[config.mk]
export PLATFORM = sky130hd
export DESIGN_NAME = dsps_pin_mux
export DESIGN_NICKNAME = d
export VERILOG_FILES = /design/src/verilog/dsps_pin_mux.v /design/src/verilog/dsps_sync3.v
export VERILOG_INCLUDE_DIRS = /design/src /design/src/common
export SDC_FILE = /design/constraint.sdc
export NUM_CORES = 1
export LEC_CHECK = 0
export ABC_CLOCK_PERIOD_IN_PS = 1480
export BUFFER_PORTS_ARGS = -buffer_cell sky130_fd_sc_hd__buf_2
export CAP_MARGIN = 25
export CORE_UTILIZATION = 40
export DETAILED_ROUTE_END_ITERATION = 10
export MAX_ROUTING_LAYER = met4
export PLACE_DENSITY = 0.81
export SKIP_CTS_REPAIR_TIMING = 1
export SLEW_MARGIN = 20
export SYNTH_ARGS = -nofsm -noshare
export SYNTH_HDL_FRONTEND = slang
export SYNTH_HIERARCHICAL = 1
export SYNTH_SLANG_ARGS = --single-unit
[constraint.sdc]
create_clock -name sys_clk -period 1.48 [get_ports sys_clk]
set_clock_uncertainty 0.05 [all_clocks]
set_input_delay 0.296 -clock sys_clk [delete_from_list [all_inputs] [get_ports sys_clk]]
set_output_delay 0.296 -clock sys_clk [all_outputs]
set_load 0.01 [all_outputs]
[src/common/dsps_map.vh]
// Constants for the decoder/SPI pin-sharing block: pin indices,
// pull-up bit positions, function codes and reset values.
// Assumes inclusion by bare name from the design files.
`ifndef DSPS_MAP_VH
`define DSPS_MAP_VH

// ----------------------------------------------------------------
// Pin indices within the shared group
// ----------------------------------------------------------------
`define DSPS_PIN_COUNT        6
`define DSPS_PIN_HOME         0
`define DSPS_PIN_SCK          1
`define DSPS_PIN_MOSI         2
`define DSPS_PIN_MISO         3
`define DSPS_PIN_SSN          4
`define DSPS_PIN_PHA          5

// ----------------------------------------------------------------
// Pull-up control bit positions
// ----------------------------------------------------------------
`define DSPS_PUC_HOME_BIT     7
`define DSPS_PUC_PHA_BIT      0
`define DSPS_PUE_SCK_BIT      4
`define DSPS_PUE_MOSI_BIT     5
`define DSPS_PUE_MISO_BIT     6
`define DSPS_PUE_SSN_BIT      7

// ----------------------------------------------------------------
// Reset values
// ----------------------------------------------------------------
`define DSPS_PULLUP_RESET     8'hff
`define DSPS_GPIO_SEL_RESET   6'h00
`define DSPS_GPIO_DIR_RESET   6'h00
`define DSPS_GPIO_DATA_RESET  6'h00
`define DSPS_TIMER_SEL_RESET  2'h0
`define DSPS_ALT_SEL_RESET    1'h0
`define DSPS_PAD_RESET        6'h00
`define DSPS_PULL_EN_RESET    6'h3f

// ----------------------------------------------------------------
// Function codes of a decoder pin
// ----------------------------------------------------------------
`define DSPS_FN_DECODER       2'h0
`define DSPS_FN_TIMER         2'h1
`define DSPS_FN_SPI1          2'h2
`define DSPS_FN_GPIO          2'h3

`endif

[src/verilog/dsps_pin_mux.v]
// Pin-sharing logic for the decoder, timer, SPI 0, SPI 1 clock and
// port C / port E general-purpose lines of one pin group.
// Assumes peripherals run on sys_clk and pads resolve out/oe/pull.
`timescale 1ns/1ps
`include "dsps_map.vh"

// Operation
// After reset every pin selects decoder input or SPI 0 function.
// Each general-purpose line has its own direction bit.
// Port C pull bit 7 cleared turns off home 0 pin pull-up.
// Port E pull bits 4 to 7 control SPI 0 pin pull-ups.
// Port C pull bit 0 cleared turns off phase A 1 pull-up.
// SPI clock pins drive out as master, take clock in as slave.
// Master-out pin drives on master, input on slave; timing by peer.
// Unselected slave keeps its master-in pin undriven.
// Master-in pin is input on master; selected slave drives it.
// External master pulls slave select low to address this slave.
// SPI 1 clock reaches phase A 1 pin only with alt select set.
// Home 0 pin offers timer A channel 3 and port C line 7.
// Phase A 1 pin offers timer B 0, SPI 1 clock, port C line 0.
// All pull-ups enabled after reset until software clears them.
module dsps_pin_mux
(
   input  wire       sys_clk,
   input  wire       rst_n,
   // Pads
   input  wire [5:0] padIn,
   output reg  [5:0] padOut,
   output reg  [5:0] padOe,
   output reg  [5:0] padPullEn,
   // Pull-up control writes and readback
   input  wire       portCPullupWr,
   input  wire [7:0] portCPullupData,
   output reg  [7:0] port_c_pullup_ctrl,
   input  wire       portEPullupWr,
   input  wire [7:0] portEPullupData,
   output reg  [7:0] port_e_pullup_ctrl,
   // General-purpose line control, one bit per pin of the group
   input  wire       gpioSelWr,
   input  wire [5:0] gpioSelData,
   input  wire       gpioDirWr,
   input  wire [5:0] gpioDirData,
   input  wire       gpioDataWr,
   input  wire [5:0] gpioDataData,
   output reg  [5:0] gpioSelQ,
   output reg  [5:0] gpioDirQ,
   output reg  [5:0] gpioDataQ,
   output wire [5:0] gpioPinState,
   // Timer selects: bit 0 home 0 pin, bit 1 phase A 1 pin
   input  wire       timerSelWr,
   input  wire [1:0] timerSelData,
   output reg  [1:0] timerSelQ,
   // System peripheral-select register, phase A alternate bit
   input  wire       sysPeriphSelWr,
   input  wire       sysPeriphSelData,
   output reg        phase_a_alt_select,
   // Quadrature decoder inputs
   output wire       decoder0_home_in,
   output wire       decoder1_phase_a_in,
   // Timer channels
   input  wire       timerA3Out,
   input  wire       timerA3Oe,
   output wire       timer_a_ch3,
   input  wire       timerB0Out,
   input  wire       timerB0Oe,
   output wire       timer_b_ch0,
   // SPI 0
   input  wire       spi0Master,
   input  wire       spi0SclkOut,
   input  wire       spi0MosiOut,
   input  wire       spi0MisoOut,
   output wire       spi0_serial_clock,
   output wire       spi0_master_out_pin,
   output wire       spi0_master_in_pin,
   output wire       spi0_slave_select_n,
   // SPI 1 clock
   input  wire       spi1Master,
   input  wire       spi1SclkOut,
   output wire       spi1_serial_clock
);

   wire [5:0] pinSync;
   wire [1:0] homeFn;
   wire [1:0] phaseA1Fn;
   wire       spi0Selected;
   reg  [5:0] padOut_d;
   reg  [5:0] padOe_d;

   // ----------------------------------------------------------------
   // Function decode for the decoder pins
   // ----------------------------------------------------------------
   function [1:0] pinFunction;
      input gpioSel;
      input spi1Alt;
      input timerSel;
      begin
         if (gpioSel)
            pinFunction = `DSPS_FN_GPIO;
         else if (spi1Alt)
            pinFunction = `DSPS_FN_SPI1;
         else if (timerSel)
            pinFunction = `DSPS_FN_TIMER;
         else
            pinFunction = `DSPS_FN_DECODER;
      end
   endfunction

   assign homeFn    = pinFunction(gpioSelQ[`DSPS_PIN_HOME], 1'h0,
                                  timerSelQ[0]);
   assign phaseA1Fn = pinFunction(gpioSelQ[`DSPS_PIN_PHA],
                                  phase_a_alt_select,
                                  timerSelQ[1]);

   // ----------------------------------------------------------------
   // Input synchronisers
   // ----------------------------------------------------------------
   genvar gi;
   generate
      for (gi = 0; gi < `DSPS_PIN_COUNT; gi = gi + 1)
      begin : gSync
         dsps_sync3 uSync
         (
            .sys_clk    (sys_clk),
            .rst_n      (rst_n),
            .padLevel   (padIn[gi]),
            .resetLevel (1'h1),
            .syncLevel  (pinSync[gi])
         );
      end
   endgenerate

   assign gpioPinState = pinSync;

   // ----------------------------------------------------------------
   // Control registers
   // ----------------------------------------------------------------
   always @(posedge sys_clk)
   begin
      if (!rst_n)
      begin
         port_c_pullup_ctrl <= `DSPS_PULLUP_RESET;
         port_e_pullup_ctrl <= `DSPS_PULLUP_RESET;
         gpioSelQ           <= `DSPS_GPIO_SEL_RESET;
         gpioDirQ           <= `DSPS_GPIO_DIR_RESET;
         gpioDataQ          <= `DSPS_GPIO_DATA_RESET;
         timerSelQ          <= `DSPS_TIMER_SEL_RESET;
         phase_a_alt_select <= `DSPS_ALT_SEL_RESET;
      end
      else
      begin
         if (portCPullupWr)
            port_c_pullup_ctrl <= portCPullupData;
         if (portEPullupWr)
            port_e_pullup_ctrl <= portEPullupData;
         if (gpioSelWr)
            gpioSelQ <= gpioSelData;
         if (gpioDirWr)
            gpioDirQ <= gpioDirData;
         if (gpioDataWr)
            gpioDataQ <= gpioDataData;
         if (timerSelWr)
            timerSelQ <= timerSelData;
         if (sysPeriphSelWr)
            phase_a_alt_select <= sysPeriphSelData;
      end
   end

   // ----------------------------------------------------------------
   // Peripheral-facing inputs
   // ----------------------------------------------------------------
   // A pin taken by another function presents an idle level to the
   // peripherals it is not serving.
   assign decoder0_home_in    = (homeFn == `DSPS_FN_DECODER) ?
                                pinSync[`DSPS_PIN_HOME] : 1'h0;
   assign timer_a_ch3         = (homeFn == `DSPS_FN_TIMER) ?
                                pinSync[`DSPS_PIN_HOME] : 1'h0;
   assign decoder1_phase_a_in = (phaseA1Fn == `DSPS_FN_DECODER) ?
                                pinSync[`DSPS_PIN_PHA] : 1'h0;
   assign timer_b_ch0         = (phaseA1Fn == `DSPS_FN_TIMER) ?
                                pinSync[`DSPS_PIN_PHA] : 1'h0;
   assign spi1_serial_clock   = (phaseA1Fn == `DSPS_FN_SPI1) ?
                                pinSync[`DSPS_PIN_PHA] : 1'h0;
   assign spi0_serial_clock   = gpioSelQ[`DSPS_PIN_SCK] ? 1'h0 :
                                pinSync[`DSPS_PIN_SCK];
   assign spi0_master_out_pin = gpioSelQ[`DSPS_PIN_MOSI] ? 1'h0 :
                                pinSync[`DSPS_PIN_MOSI];
   assign spi0_master_in_pin  = gpioSelQ[`DSPS_PIN_MISO] ? 1'h0 :
                                pinSync[`DSPS_PIN_MISO];
   assign spi0_slave_select_n = gpioSelQ[`DSPS_PIN_SSN] ? 1'h1 :
                                pinSync[`DSPS_PIN_SSN];
   assign spi0Selected        = !spi0_slave_select_n;

   // ----------------------------------------------------------------
   // Pad drive selection
   // ----------------------------------------------------------------
   always @*
   begin
      padOut_d = gpioDataQ;
      padOe_d  = gpioDirQ;
      case (homeFn)
         `DSPS_FN_TIMER:
         begin
            padOut_d[`DSPS_PIN_HOME] = timerA3Out;
            padOe_d[`DSPS_PIN_HOME]  = timerA3Oe;
         end
         `DSPS_FN_GPIO:
         begin
            padOut_d[`DSPS_PIN_HOME] = gpioDataQ[`DSPS_PIN_HOME];
         end
         default:
         begin
            padOut_d[`DSPS_PIN_HOME] = 1'h0;
            padOe_d[`DSPS_PIN_HOME]  = 1'h0;
         end
      endcase
      case (phaseA1Fn)
         `DSPS_FN_TIMER:
         begin
            padOut_d[`DSPS_PIN_PHA] = timerB0Out;
            padOe_d[`DSPS_PIN_PHA]  = timerB0Oe;
         end
         `DSPS_FN_SPI1:
         begin
            padOut_d[`DSPS_PIN_PHA] = spi1SclkOut;
            padOe_d[`DSPS_PIN_PHA]  = spi1Master;
         end
         `DSPS_FN_GPIO:
         begin
            padOut_d[`DSPS_PIN_PHA] = gpioDataQ[`DSPS_PIN_PHA];
         end
         default:
         begin
            padOut_d[`DSPS_PIN_PHA] = 1'h0;
            padOe_d[`DSPS_PIN_PHA]  = 1'h0;
         end
      endcase
      if (!gpioSelQ[`DSPS_PIN_SCK])
      begin
         padOut_d[`DSPS_PIN_SCK] = spi0SclkOut;
         padOe_d[`DSPS_PIN_SCK]  = spi0Master;
      end
      if (!gpioSelQ[`DSPS_PIN_MOSI])
      begin
         padOut_d[`DSPS_PIN_MOSI] = spi0MosiOut;
         padOe_d[`DSPS_PIN_MOSI]  = spi0Master;
      end
      if (!gpioSelQ[`DSPS_PIN_MISO])
      begin
         padOut_d[`DSPS_PIN_MISO] = spi0MisoOut;
         padOe_d[`DSPS_PIN_MISO]  = !spi0Master && spi0Selected;
      end
      if (!gpioSelQ[`DSPS_PIN_SSN])
      begin
         padOut_d[`DSPS_PIN_SSN] = 1'h0;
         padOe_d[`DSPS_PIN_SSN]  = 1'h0;
      end
   end

   // ----------------------------------------------------------------
   // Registered pad outputs
   // ----------------------------------------------------------------
   always @(posedge sys_clk)
   begin
      if (!rst_n)
      begin
         padOut    <= `DSPS_PAD_RESET;
         padOe     <= `DSPS_PAD_RESET;
         padPullEn <= `DSPS_PULL_EN_RESET;
      end
      else
      begin
         padOut <= padOut_d;
         padOe  <= padOe_d;
         padPullEn[`DSPS_PIN_HOME] <=
            port_c_pullup_ctrl[`DSPS_PUC_HOME_BIT];
         padPullEn[`DSPS_PIN_PHA]  <=
            port_c_pullup_ctrl[`DSPS_PUC_PHA_BIT];
         padPullEn[`DSPS_PIN_SCK]  <=
            port_e_pullup_ctrl[`DSPS_PUE_SCK_BIT];
         padPullEn[`DSPS_PIN_MOSI] <=
            port_e_pullup_ctrl[`DSPS_PUE_MOSI_BIT];
         padPullEn[`DSPS_PIN_MISO] <=
            port_e_pullup_ctrl[`DSPS_PUE_MISO_BIT];
         padPullEn[`DSPS_PIN_SSN]  <=
            port_e_pullup_ctrl[`DSPS_PUE_SSN_BIT];
      end
   end

endmodule // dsps_pin_mux

[src/verilog/dsps_sync3.v]
// Three-flop input synchroniser with agreement filter.
// Assumes an asynchronous pad level and one system clock.
`timescale 1ns/1ps

module dsps_sync3
(
   input  wire sys_clk,
   input  wire rst_n,
   input  wire padLevel,
   input  wire resetLevel,
   output reg  syncLevel
);

   reg stage1_q;
   reg stage2_q;
   reg stage3_q;

   // ----------------------------------------------------------------
   // Synchroniser chain
   // ----------------------------------------------------------------
   // The output takes a new level only when the second and third
   // stages agree; the first stage feeds the second and nothing else.
   always @(posedge sys_clk)
   begin
      if (!rst_n)
      begin
         stage1_q  <= resetLevel;
         stage2_q  <= resetLevel;
         stage3_q  <= resetLevel;
         syncLevel <= resetLevel;
      end
      else
      begin
         stage1_q <= padLevel;
         stage2_q <= stage1_q;
         stage3_q <= stage2_q;
         if (stage2_q == stage3_q)
         begin
            syncLevel <= stage3_q;
         end
      end
   end

endmodule // dsps_sync3

Yosys cells after proc, flatten, opt, wreduce, memory -nomap -nowiden
Cells that the tools add are included.
- register bits: 79
- bits of input ports: 62
- word-level logic and storage cells: 77
- equality and inequality tests: 11
- mux-type cells: 24
- reduce and logical (&&, ||, !) cells: 6
- operators by type and width (operator ; number):
    1-bit 2-to-1 mux ; 17
    1-bit == test ; 6
    2-bit == test (second input constant) ; 3
    2-bit 2-to-1 mux ; 3
    1-bit one-hot mux with 3 select lines ; 2
    2-bit by 1-bit == test with 1-bit output (second input constant) ; 2
    2-bit zero test ; 2
    1-bit one-hot mux with 2 select lines ; 2
    1-bit zero test ; 2
    2-bit AND reduction ; 1
    1-bit logical AND ; 1

Depth between registers and ports, before layout
Gate-level depths: netlist of the first run.
- word-level depth: 5
- gate-level depth with buffers: 3

By module
The synthesis of the first run kept the hierarchy.
- modules (own cells, without submodules) (module ; instances ; cells each ; area an instance (um^2) ; seq. area each (um^2)):
    dsps_pin_mux ; 1 ; 186 ; 2029.4 ; 1101.1
    dsps_sync3 ; 6 ; 15 ; 146.4 ; 90.1

Worst setup path before layout of the first run
No wires, ideal clock.
- path type: flip-flop to output port
- start: reg gpioSelQ[5]
- end: out decoder1_phase_a_in
- data arrival time: 952 ps
- required time: 1134 ps
- path slack: 182 ps
- stages on the path, launching flop included: 3
- path buffers: 1
- path through: dfxtp_1 clkbuf_1 nor4b_1
- longest elaborated chain between the ends: 3
- ends and longest elaborated chain (item ; line ; source):
    from (decl) ; dsps_pin_mux.v:45 ; output reg [5:0] gpioSelQ,
    from (signal assigned) ; dsps_pin_mux.v:143 ; gpioSelQ <= `DSPS_GPIO_SEL_RESET;
    from (signal assigned) ; dsps_pin_mux.v:156 ; gpioSelQ <= gpioSelData;
    2-bit 2-to-1 mux ; dsps_pin_mux.v:97 ; if (gpioSel)
    2-bit zero test (no source line) ; -- ;
    1-bit 2-to-1 mux ; dsps_pin_mux.v:177 ; assign decoder1_phase_a_in = (phaseA1Fn == `DSPS_FN_DECODER) ?
    to (decl) ; dsps_pin_mux.v:59 ; output wire decoder1_phase_a_in,
Every way passes these cells.

Final worst setup path of the first run
- start: reg phase_a_alt_select
- end: out timer_b_ch0
- longest elaborated chain between the ends: 4
- ends and longest elaborated chain (item ; line ; source):
    from (decl) ; dsps_pin_mux.v:56 ; output reg phase_a_alt_select,
    from (signal assigned) ; dsps_pin_mux.v:147 ; phase_a_alt_select <= `DSPS_ALT_SEL_RESET;
    from (signal assigned) ; dsps_pin_mux.v:164 ; phase_a_alt_select <= sysPeriphSelData;
    2-bit 2-to-1 mux ; dsps_pin_mux.v:99 ; else if (spi1Alt)
    2-bit 2-to-1 mux ; dsps_pin_mux.v:97 ;
    2-bit by 1-bit == test with 1-bit output ; -- ;
    1-bit 2-to-1 mux ; dsps_pin_mux.v:179 ; assign timer_b_ch0 = (phaseA1Fn == `DSPS_FN_TIMER) ?
    to (decl) ; dsps_pin_mux.v:66 ; output wire timer_b_ch0,
Every way passes these cells.

==> impl_results.rst, run 1 <==
.. list-table::
   :header-rows: 1

   * - Metric
     - Value
   * - Synthesized cell area
     - 2908 µm²
   * - Setup violations, final
     - 2
   * - Period Utilization, post-route
     - 1.024
   * - Clock slew at the register clock pins of the worst setup and hold paths
     - 80 ps
   * - Post-route setup slack
     - -36.08 ps
   * - Routed vias
     - 2297
   * - Drc violations
     - 0
   * - Final Max Tran Viols
     - 0
   * - Initial core utilization
     - 0.4210
   * - Area enclosed by the die boundary
     - 7614 µm²
   * - Final weighted congestion of routability-driven global placement
     - 0.8144
   * - Setup slack of the most critical reg-to-reg path
     - 360 ps
   * - Detailed-route wire length per cell
     - 12.02 µm
   * - Maximum fanout encountered on the critical timing path
     - 10
   * - WP data arrival
     - 1170 ps
   * - Antenna-violating nets left
     - 0
   * - Drt first-iter violations
     - 54
   * - Data required time of the critical path
     - 1130 ps
   * - Largest area contributor in the synthesized netlist
     - sky130_fd_sc_hd__dfxtp_1
   * - Die height
     - 87.26 µm
   * - Number of sinks handled by clock tree synthesis
     - 79
   * - Remaining Overflow, GRT
     - 0
   * - Synth warn
     - 6
   * - Proportion of synthesized chip area in sequential cells
     - 0.5645
   * - Clock period minus worst slack
     - 1516 ps
   * - Wire length of the first global-routing pass
     - 9.356 mm
   * - Post-synth ARST share
     - 0
   * - Share of the synthesized area in the top cell type
     - 0.5026
   * - Via count of the first global-routing pass
     - 2142
   * - Bufs on Longest Clock Path
     - 2
   * - Post-route total power
     - 4.550 mW
   * - Post-Layout Cell Count
     - 520
   * - Synthesized-area fraction occupied by and/or/nand/nor cells
     - 0.2332
   * - Met3 Usage GRT
     - 0.04929
   * - Count of state elements after synthesis
     - 79
   * - Post-synthesis share of cell area spent on xor and xnor gates
     - 0.01807
   * - Number of buffers created by CTS
     - 9
   * - Post-synthesis adder-cell area fraction
     - 0
   * - Worst Reg-to-Reg Cells
     - 2
   * - Unique cell type count in the Yosys netlist
     - 27
   * - Endpoint of the most critical setup path
     - timer_b_ch0
   * - Diodes inserted
     - 0
   * - Total global routing track utilization
     - 0.1691
   * - Met1 routing resource usage after global routing
     - 0.1899
   * - Pleak
     - 2.020 nW
   * - Endpoints failing hold
     - 0
   * - Synth Instances
     - 276
   * - Worst supply voltage drop on vdd
     - 0.0004883 V
   * - Number of antenna violations at the first check in global routing
     - 0
   * - Kind of critical path
     - flip-flop to primary output
   * - Post-synthesis to final-layout area growth
     - 36.62%
   * - Post-synth EDFFs
     - 6
   * - Reported max-cap violation count
     - 0
   * - Horiz. Die Dim
     - 87.26 µm
   * - Class of the worst hold path
     - input port to flip-flop
   * - Grt met2 use
     - 0.2827
   * - Multiplexer fraction of the synthesized cell area
     - 0.1446
   * - Type of element launching the critical path
     - flip-flop
   * - Placement-stage cell area
     - 3711 µm²
   * - DRT Pass-1 Iters
     - 3
   * - CTS tree
     - built
   * - Setup WS pre-CTS
     - 259.2 ps
   * - Avg Inst Size Synth
     - 10.54 µm²
   * - Later-pin clock latency in the skew report
     - 340 ps
   * - Power density relative to cell area
     - 1145 nW/µm²
   * - Vias per cell
     - 4.417
   * - Post-layout net count
     - 481
   * - Compound-Gate Fraction of Synth Area
     - 0.01979
   * - Reg2reg end
     - padOe[3]
   * - Final core area utilization
     - 0.5752
   * - Final-layout setup total negative slack
     - -59.86 ps
   * - Dominant combinational cell family by area after synthesis
     - simple AND/OR/NAND/NOR gates
   * - Port buffer count
     - 131
   * - Max Freq
     - 659.6 MHz
   * - Beginning of the worst register-to-register path
     - gSync[4].uSync/syncLevel
   * - Ratio of cells with drive above 1 in the final layout
     - 0.3986
   * - Launch point of the worst path
     - phase_a_alt_select
   * - Result of the run
     - complete, but fails checks
   * - Setup repair after global routing missed its margin
     - yes
   * - H-tree levels
     - 3
   * - Top-Level Pins
     - 132
   * - Most area-consuming cells after synthesis
     - sky130_fd_sc_hd__dfxtp_1 50%, sky130_fd_sc_hd__mux2i_1 14%, sky130_fd_sc_hd__nand2_1 9.4%
   * - Worst-case hold slack
     - 102.7 ps
   * - Post-route design area
     - 3973 µm²
   * - Post-detailed-routing wire length
     - 6.251 mm
   * - Row Count
     - 30
   * - Core area
     - 6907 µm²
   * - Violations in the final reports
     - negative setup slack
   * - Crit end category
     - primary output
   * - CTS Root Cell
     - sky130_fd_sc_hd__clkbuf_8
   * - Post-detailed-placement half-perimeter wirelength
     - 4.712 mm
   * - Number of placed instances with taps included
     - 501
   * - Global routing's busiest layer
     - met2
   * - Top flip-flop cell by instance count after synthesis
     - sky130_fd_sc_hd__dfxtp_1
   * - Pin count of the biggest net entering global routing
     - 54
   * - Total of fill cells in the finished design
     - 660
-- sequential cells by signal (all words and copies together), names as in the netlist --
name and cells:
gSync.uSync/stage1_q 6, gSync.uSync/stage2_q 6, gSync.uSync/stage3_q 6, gSync.uSync/syncLevel 6, gpioDataQ 6, gpioDirQ 6
gpioSelQ 6, padOe 6, padOut 6, padPullEn 6, phase_a_alt_select 1, port_c_pullup_ctrl 8
port_e_pullup_ctrl 8, timerSelQ 2
-- power breakdown --
part / leakage, nW / switching (mW) / internal (mW) / total (mW)
Sequential: 0.671 / 0.0954 / 2.31 / 2.40
Combinational: 1.25 / 0.304 / 0.333 / 0.636
Clock: 0.100 / 0.745 / 0.768 / 1.51
Total: 2.02 / 1.14 / 3.41 / 4.55
-- critical path, cell delays in order, from the launching register on --
cell and delay [ps]:
sky130_fd_sc_hd__dfxtp_4 390, sky130_fd_sc_hd__nor4bb_2 270, sky130_fd_sc_hd__buf_2 170
-- synth_stat cells, drive strengths merged, types with 3 or more instances --
cell type	count
nor2b	28
xor2	6
dfxtp	73
mux2i	42
a21boi	3
edfxtp	6
nand3b	4
nand2	73
clkbuf	8
buf	3
nand2b	12
-- worst min-delay path by stage --
stage | endpoint | startpoint | cells after the start
6_report | gSync[1].uSync/stage1_q | padIn[1] | 3
5_1_grt | gSync[2].uSync/stage1_q | padIn[2] | 3
4_1_cts | gSync[2].uSync/stage1_q | padIn[2] | 3
3_5_place_dp | gSync[1].uSync/stage2_q | gSync[1].uSync/stage1_q | 2
3_3_place_gp | gSync[0].uSync/stage2_q | gSync[0].uSync/stage1_q | 2
2_1_floorplan | padPullEn[0] | rst_n | 1
-- final cells by class --
class                      instances  area (µm²)  share of cell area
sequential                        79        1654              0.4164
multi-input combinational        189        1260              0.3172
timing repair buffer             138       739.5              0.1861
clock buffer                      13       170.2             0.04283
tap                               96       120.1             0.03024
clock inverter                     3       21.27            0.005354
inverter                           2       7.507            0.001890
-- layout by cell type (no fill, tap or decap), types with 4 or more instances in the layout --
cell                       instances
sky130_fd_sc_hd__nand2b_4          6
sky130_fd_sc_hd__edfxtp_1          6
sky130_fd_sc_hd__buf_4             5
sky130_fd_sc_hd__nand3b_1          4
sky130_fd_sc_hd__mux2i_1          42
sky130_fd_sc_hd__nand2b_1          6
sky130_fd_sc_hd__xor2_1            6
sky130_fd_sc_hd__buf_2           130
sky130_fd_sc_hd__conb_1            6
sky130_fd_sc_hd__dfxtp_1          67
sky130_fd_sc_hd__nand2_1          73
sky130_fd_sc_hd__dfxtp_2           4
sky130_fd_sc_hd__nor2b_1          28
sky130_fd_sc_hd__clkbuf_8         10
-- routing by layer --
layer / up-vias / share of wire / wire, µm
li1: 1180 / - / -
met1: 1033 / 0.44 / 2771
met2: 74 / 0.48 / 2999
met3: 10 / 0.062 / 387
met4: 0 / 0.015 / 93
met5: - / 0 / 0
-- cell families after synthesis --
logic type             count (synthesis)
flip-flops                            79
multiplexers                          42
other                                  1
AO/OA/AOI/OAI                          8
AND/OR/NAND/NOR                      127
XOR/XNOR                               6
buffers and inverters                 13
Note: power is estimated with default switching activity, not from simulation.
==> run 2, diff against run 1 <==
- CORE_MARGIN: default -> 4
==> impl_results.rst, run 2 (synthesis results as in run 1) <==
.. list-table::
   :header-rows: 1

   * - Metric
     - Value
   * - Result of the run
     - complete, but fails checks
   * - Violations in the final reports
     - negative setup slack
   * - Area enclosed by the die boundary
     - 8697 µm²
   * - Crit end category
     - primary output
   * - Final weighted congestion of routability-driven global placement
     - 0.7699
   * - Post-synthesis to final-layout area growth
     - 36.19%
   * - DRT Pass-1 Iters
     - 4
   * - Comb pwr share
     - 0.133
   * - Max Freq
     - 662.0 MHz
   * - Setup violations, final
     - 2
   * - Total global routing track utilization
     - 0.1593
   * - Reported max-cap violation count
     - 0
   * - CTS Root Cell
     - sky130_fd_sc_hd__clkbuf_8
   * - Post-route setup slack
     - -30.61 ps
   * - Routed vias
     - 2299
   * - Setup repair after global routing missed its margin
     - yes
   * - Power density relative to cell area
     - 1176 nW/µm²
   * - Number of buffers created by CTS
     - 9
   * - Row Count
     - 30
   * - Drt first-iter violations
     - 61
   * - Kind of critical path
     - flip-flop to primary output
   * - Total of fill cells in the finished design
     - 619
   * - Drc violations
     - 0
   * - Later-pin clock latency in the skew report
     - 340 ps
   * - Pin count of the biggest net entering global routing
     - 48
   * - Biggest regs
     - port_c_pullup_ctrl (8), port_e_pullup_ctrl (8)
   * - Most frequent standard cell in the layout excluding fill and tap cells
     - sky130_fd_sc_hd__buf_2
   * - Antenna-violating nets left
     - 0
   * - Worst supply voltage drop on vdd
     - 0.0005299 V
   * - Detailed-route wire length per cell
     - 12.71 µm
   * - Clock slew at the register clock pins of the worst setup and hold paths
     - 80 ps
   * - Core area
     - 6944 µm²
   * - Horiz. Die Dim
     - 93.26 µm
   * - Number of placed instances with taps included
     - 500
   * - Maximum fanout encountered on the critical timing path
     - 10
   * - WP data arrival
     - 1160 ps
   * - Final-layout setup total negative slack
     - -56.09 ps
   * - Post-detailed-routing wire length
     - 6.558 mm
   * - Initial core utilization
     - 0.4187
   * - Ratio of cells with drive above 1 in the final layout
     - 0.3929
   * - Bufs on Longest Clock Path
     - 2
   * - Pleak
     - 2.004 nW
   * - Power spent charging and discharging nets
     - 1.120 mW
   * - Final Max Tran Viols
     - 0
   * - Commonest cells after routing, fill and taps aside
     - 129 x sky130_fd_sc_hd__buf_2, 73 x sky130_fd_sc_hd__nand2_1, 66 x sky130_fd_sc_hd__dfxtp_1, 42 x sky130_fd_sc_hd__mux2i_1, 28 x sky130_fd_sc_hd__nor2b_1
   * - Post-detailed-placement half-perimeter wirelength
     - 5.116 mm
   * - Endpoints failing hold
     - 0
   * - Remaining Overflow, GRT
     - 0
   * - Class of the worst hold path
     - input port to flip-flop
   * - Port buffer count
     - 131
   * - Number of antenna violations at the first check in global routing
     - 0
   * - CTS tree
     - built
   * - Top-Level Pins
     - 132
   * - H-tree levels
     - 3
   * - Post-layout net count
     - 477
   * - Data required time of the critical path
     - 1130 ps
   * - Fraction of power consumed by sequential logic
     - 0.516
   * - Post-Layout Cell Count
     - 516
   * - Via count of the first global-routing pass
     - 2120
   * - Vias per cell
     - 4.455
   * - Number of sinks handled by clock tree synthesis
     - 79
   * - Diodes inserted
     - 0
   * - Type of element launching the critical path
     - flip-flop
   * - Switching power as a share of total power
     - 0.2406
   * - Internal power contribution
     - 3.537 mW
   * - Clock network fraction of design power
     - 0.350
   * - Die height
     - 93.26 µm
   * - Wire length of the first global-routing pass
     - 10.26 mm
   * - Period Utilization, post-route
     - 1.021
   * - Worst-case hold slack
     - 100.8 ps
   * - Clock period minus worst slack
     - 1511 ps
run 2: power by group through the flow:
| stage | registers [mW] | logic [mW] | clock network [mW] |
|---|---|---|---|
| final | 2.40 | 0.621 | 1.63 |
| after CTS | 2.40 | 0.618 | 1.70 |
| after floorplan | 2.48 | 0.284 | 0 |
| after global routing | 2.43 | 0.689 | 1.79 |
| after detailed placement | 2.45 | 0.615 | 0 |
| after global placement | 2.44 | 0.602 | 0 |
run 2: area by class of cell:
type | instances | area (µm²) | share of cell area
inverter | 2 | 7.507 | 0.001896
multi-input combinational | 189 | 1246 | 0.3147
timing repair buffer | 134 | 715.7 | 0.1807
tap | 96 | 120.1 | 0.03033
clock buffer | 15 | 209.0 | 0.05276
sequential | 79 | 1655 | 0.4180
clock inverter | 1 | 6.256 | 0.001580
run 2: per-layer routing:
layer	part of all wire	vias to the layer above	global-route usage	wire (µm)
met1	0.44	1035	0.1969	2915
met4	0.016	0	0.06960	106
li1	-	1171	-	-
met2	0.47	83	0.2448	3073
met3	0.070	10	0.04344	461
met5	0	-	-	0
run 2: worst max-delay path, cell delays in order, from the launching register on:
cell and delay (ps):
sky130_fd_sc_hd__dfxtp_4 380, sky130_fd_sc_hd__nor4b_2 270, sky130_fd_sc_hd__buf_2 170
run 2: worst paths after layout:
path                            slack, ps                 endpoint  cells past startpoint                      from
worst max-delay path                  -30      decoder1_phase_a_in                      2        phase_a_alt_select
worst max register to register        330                 padOe[3]                      2  gSync[4].uSync/syncLevel
worst min register to register        380  gSync[1].uSync/stage2_q                      2   gSync[1].uSync/stage1_q
worst min-delay path                  100  gSync[2].uSync/stage1_q                      3                  padIn[2]
run 2: per-stage QoR:
step / util / total power [mW] / cell area, µm² / setup WS, ps
after CTS: 0.5643 / 4.720 / 3919 / -154.3
final: 0.5703 / 4.657 / 3960 / -30.61
after floorplan: - / 2.768 / 2927 / 181.7
after detailed placement: 0.5333 / 3.068 / 3704 / 251.7
after global routing: 0.5703 / 4.909 / 3960 / -141.5
after global placement: 0.5333 / 3.043 / 3704 / 260.7
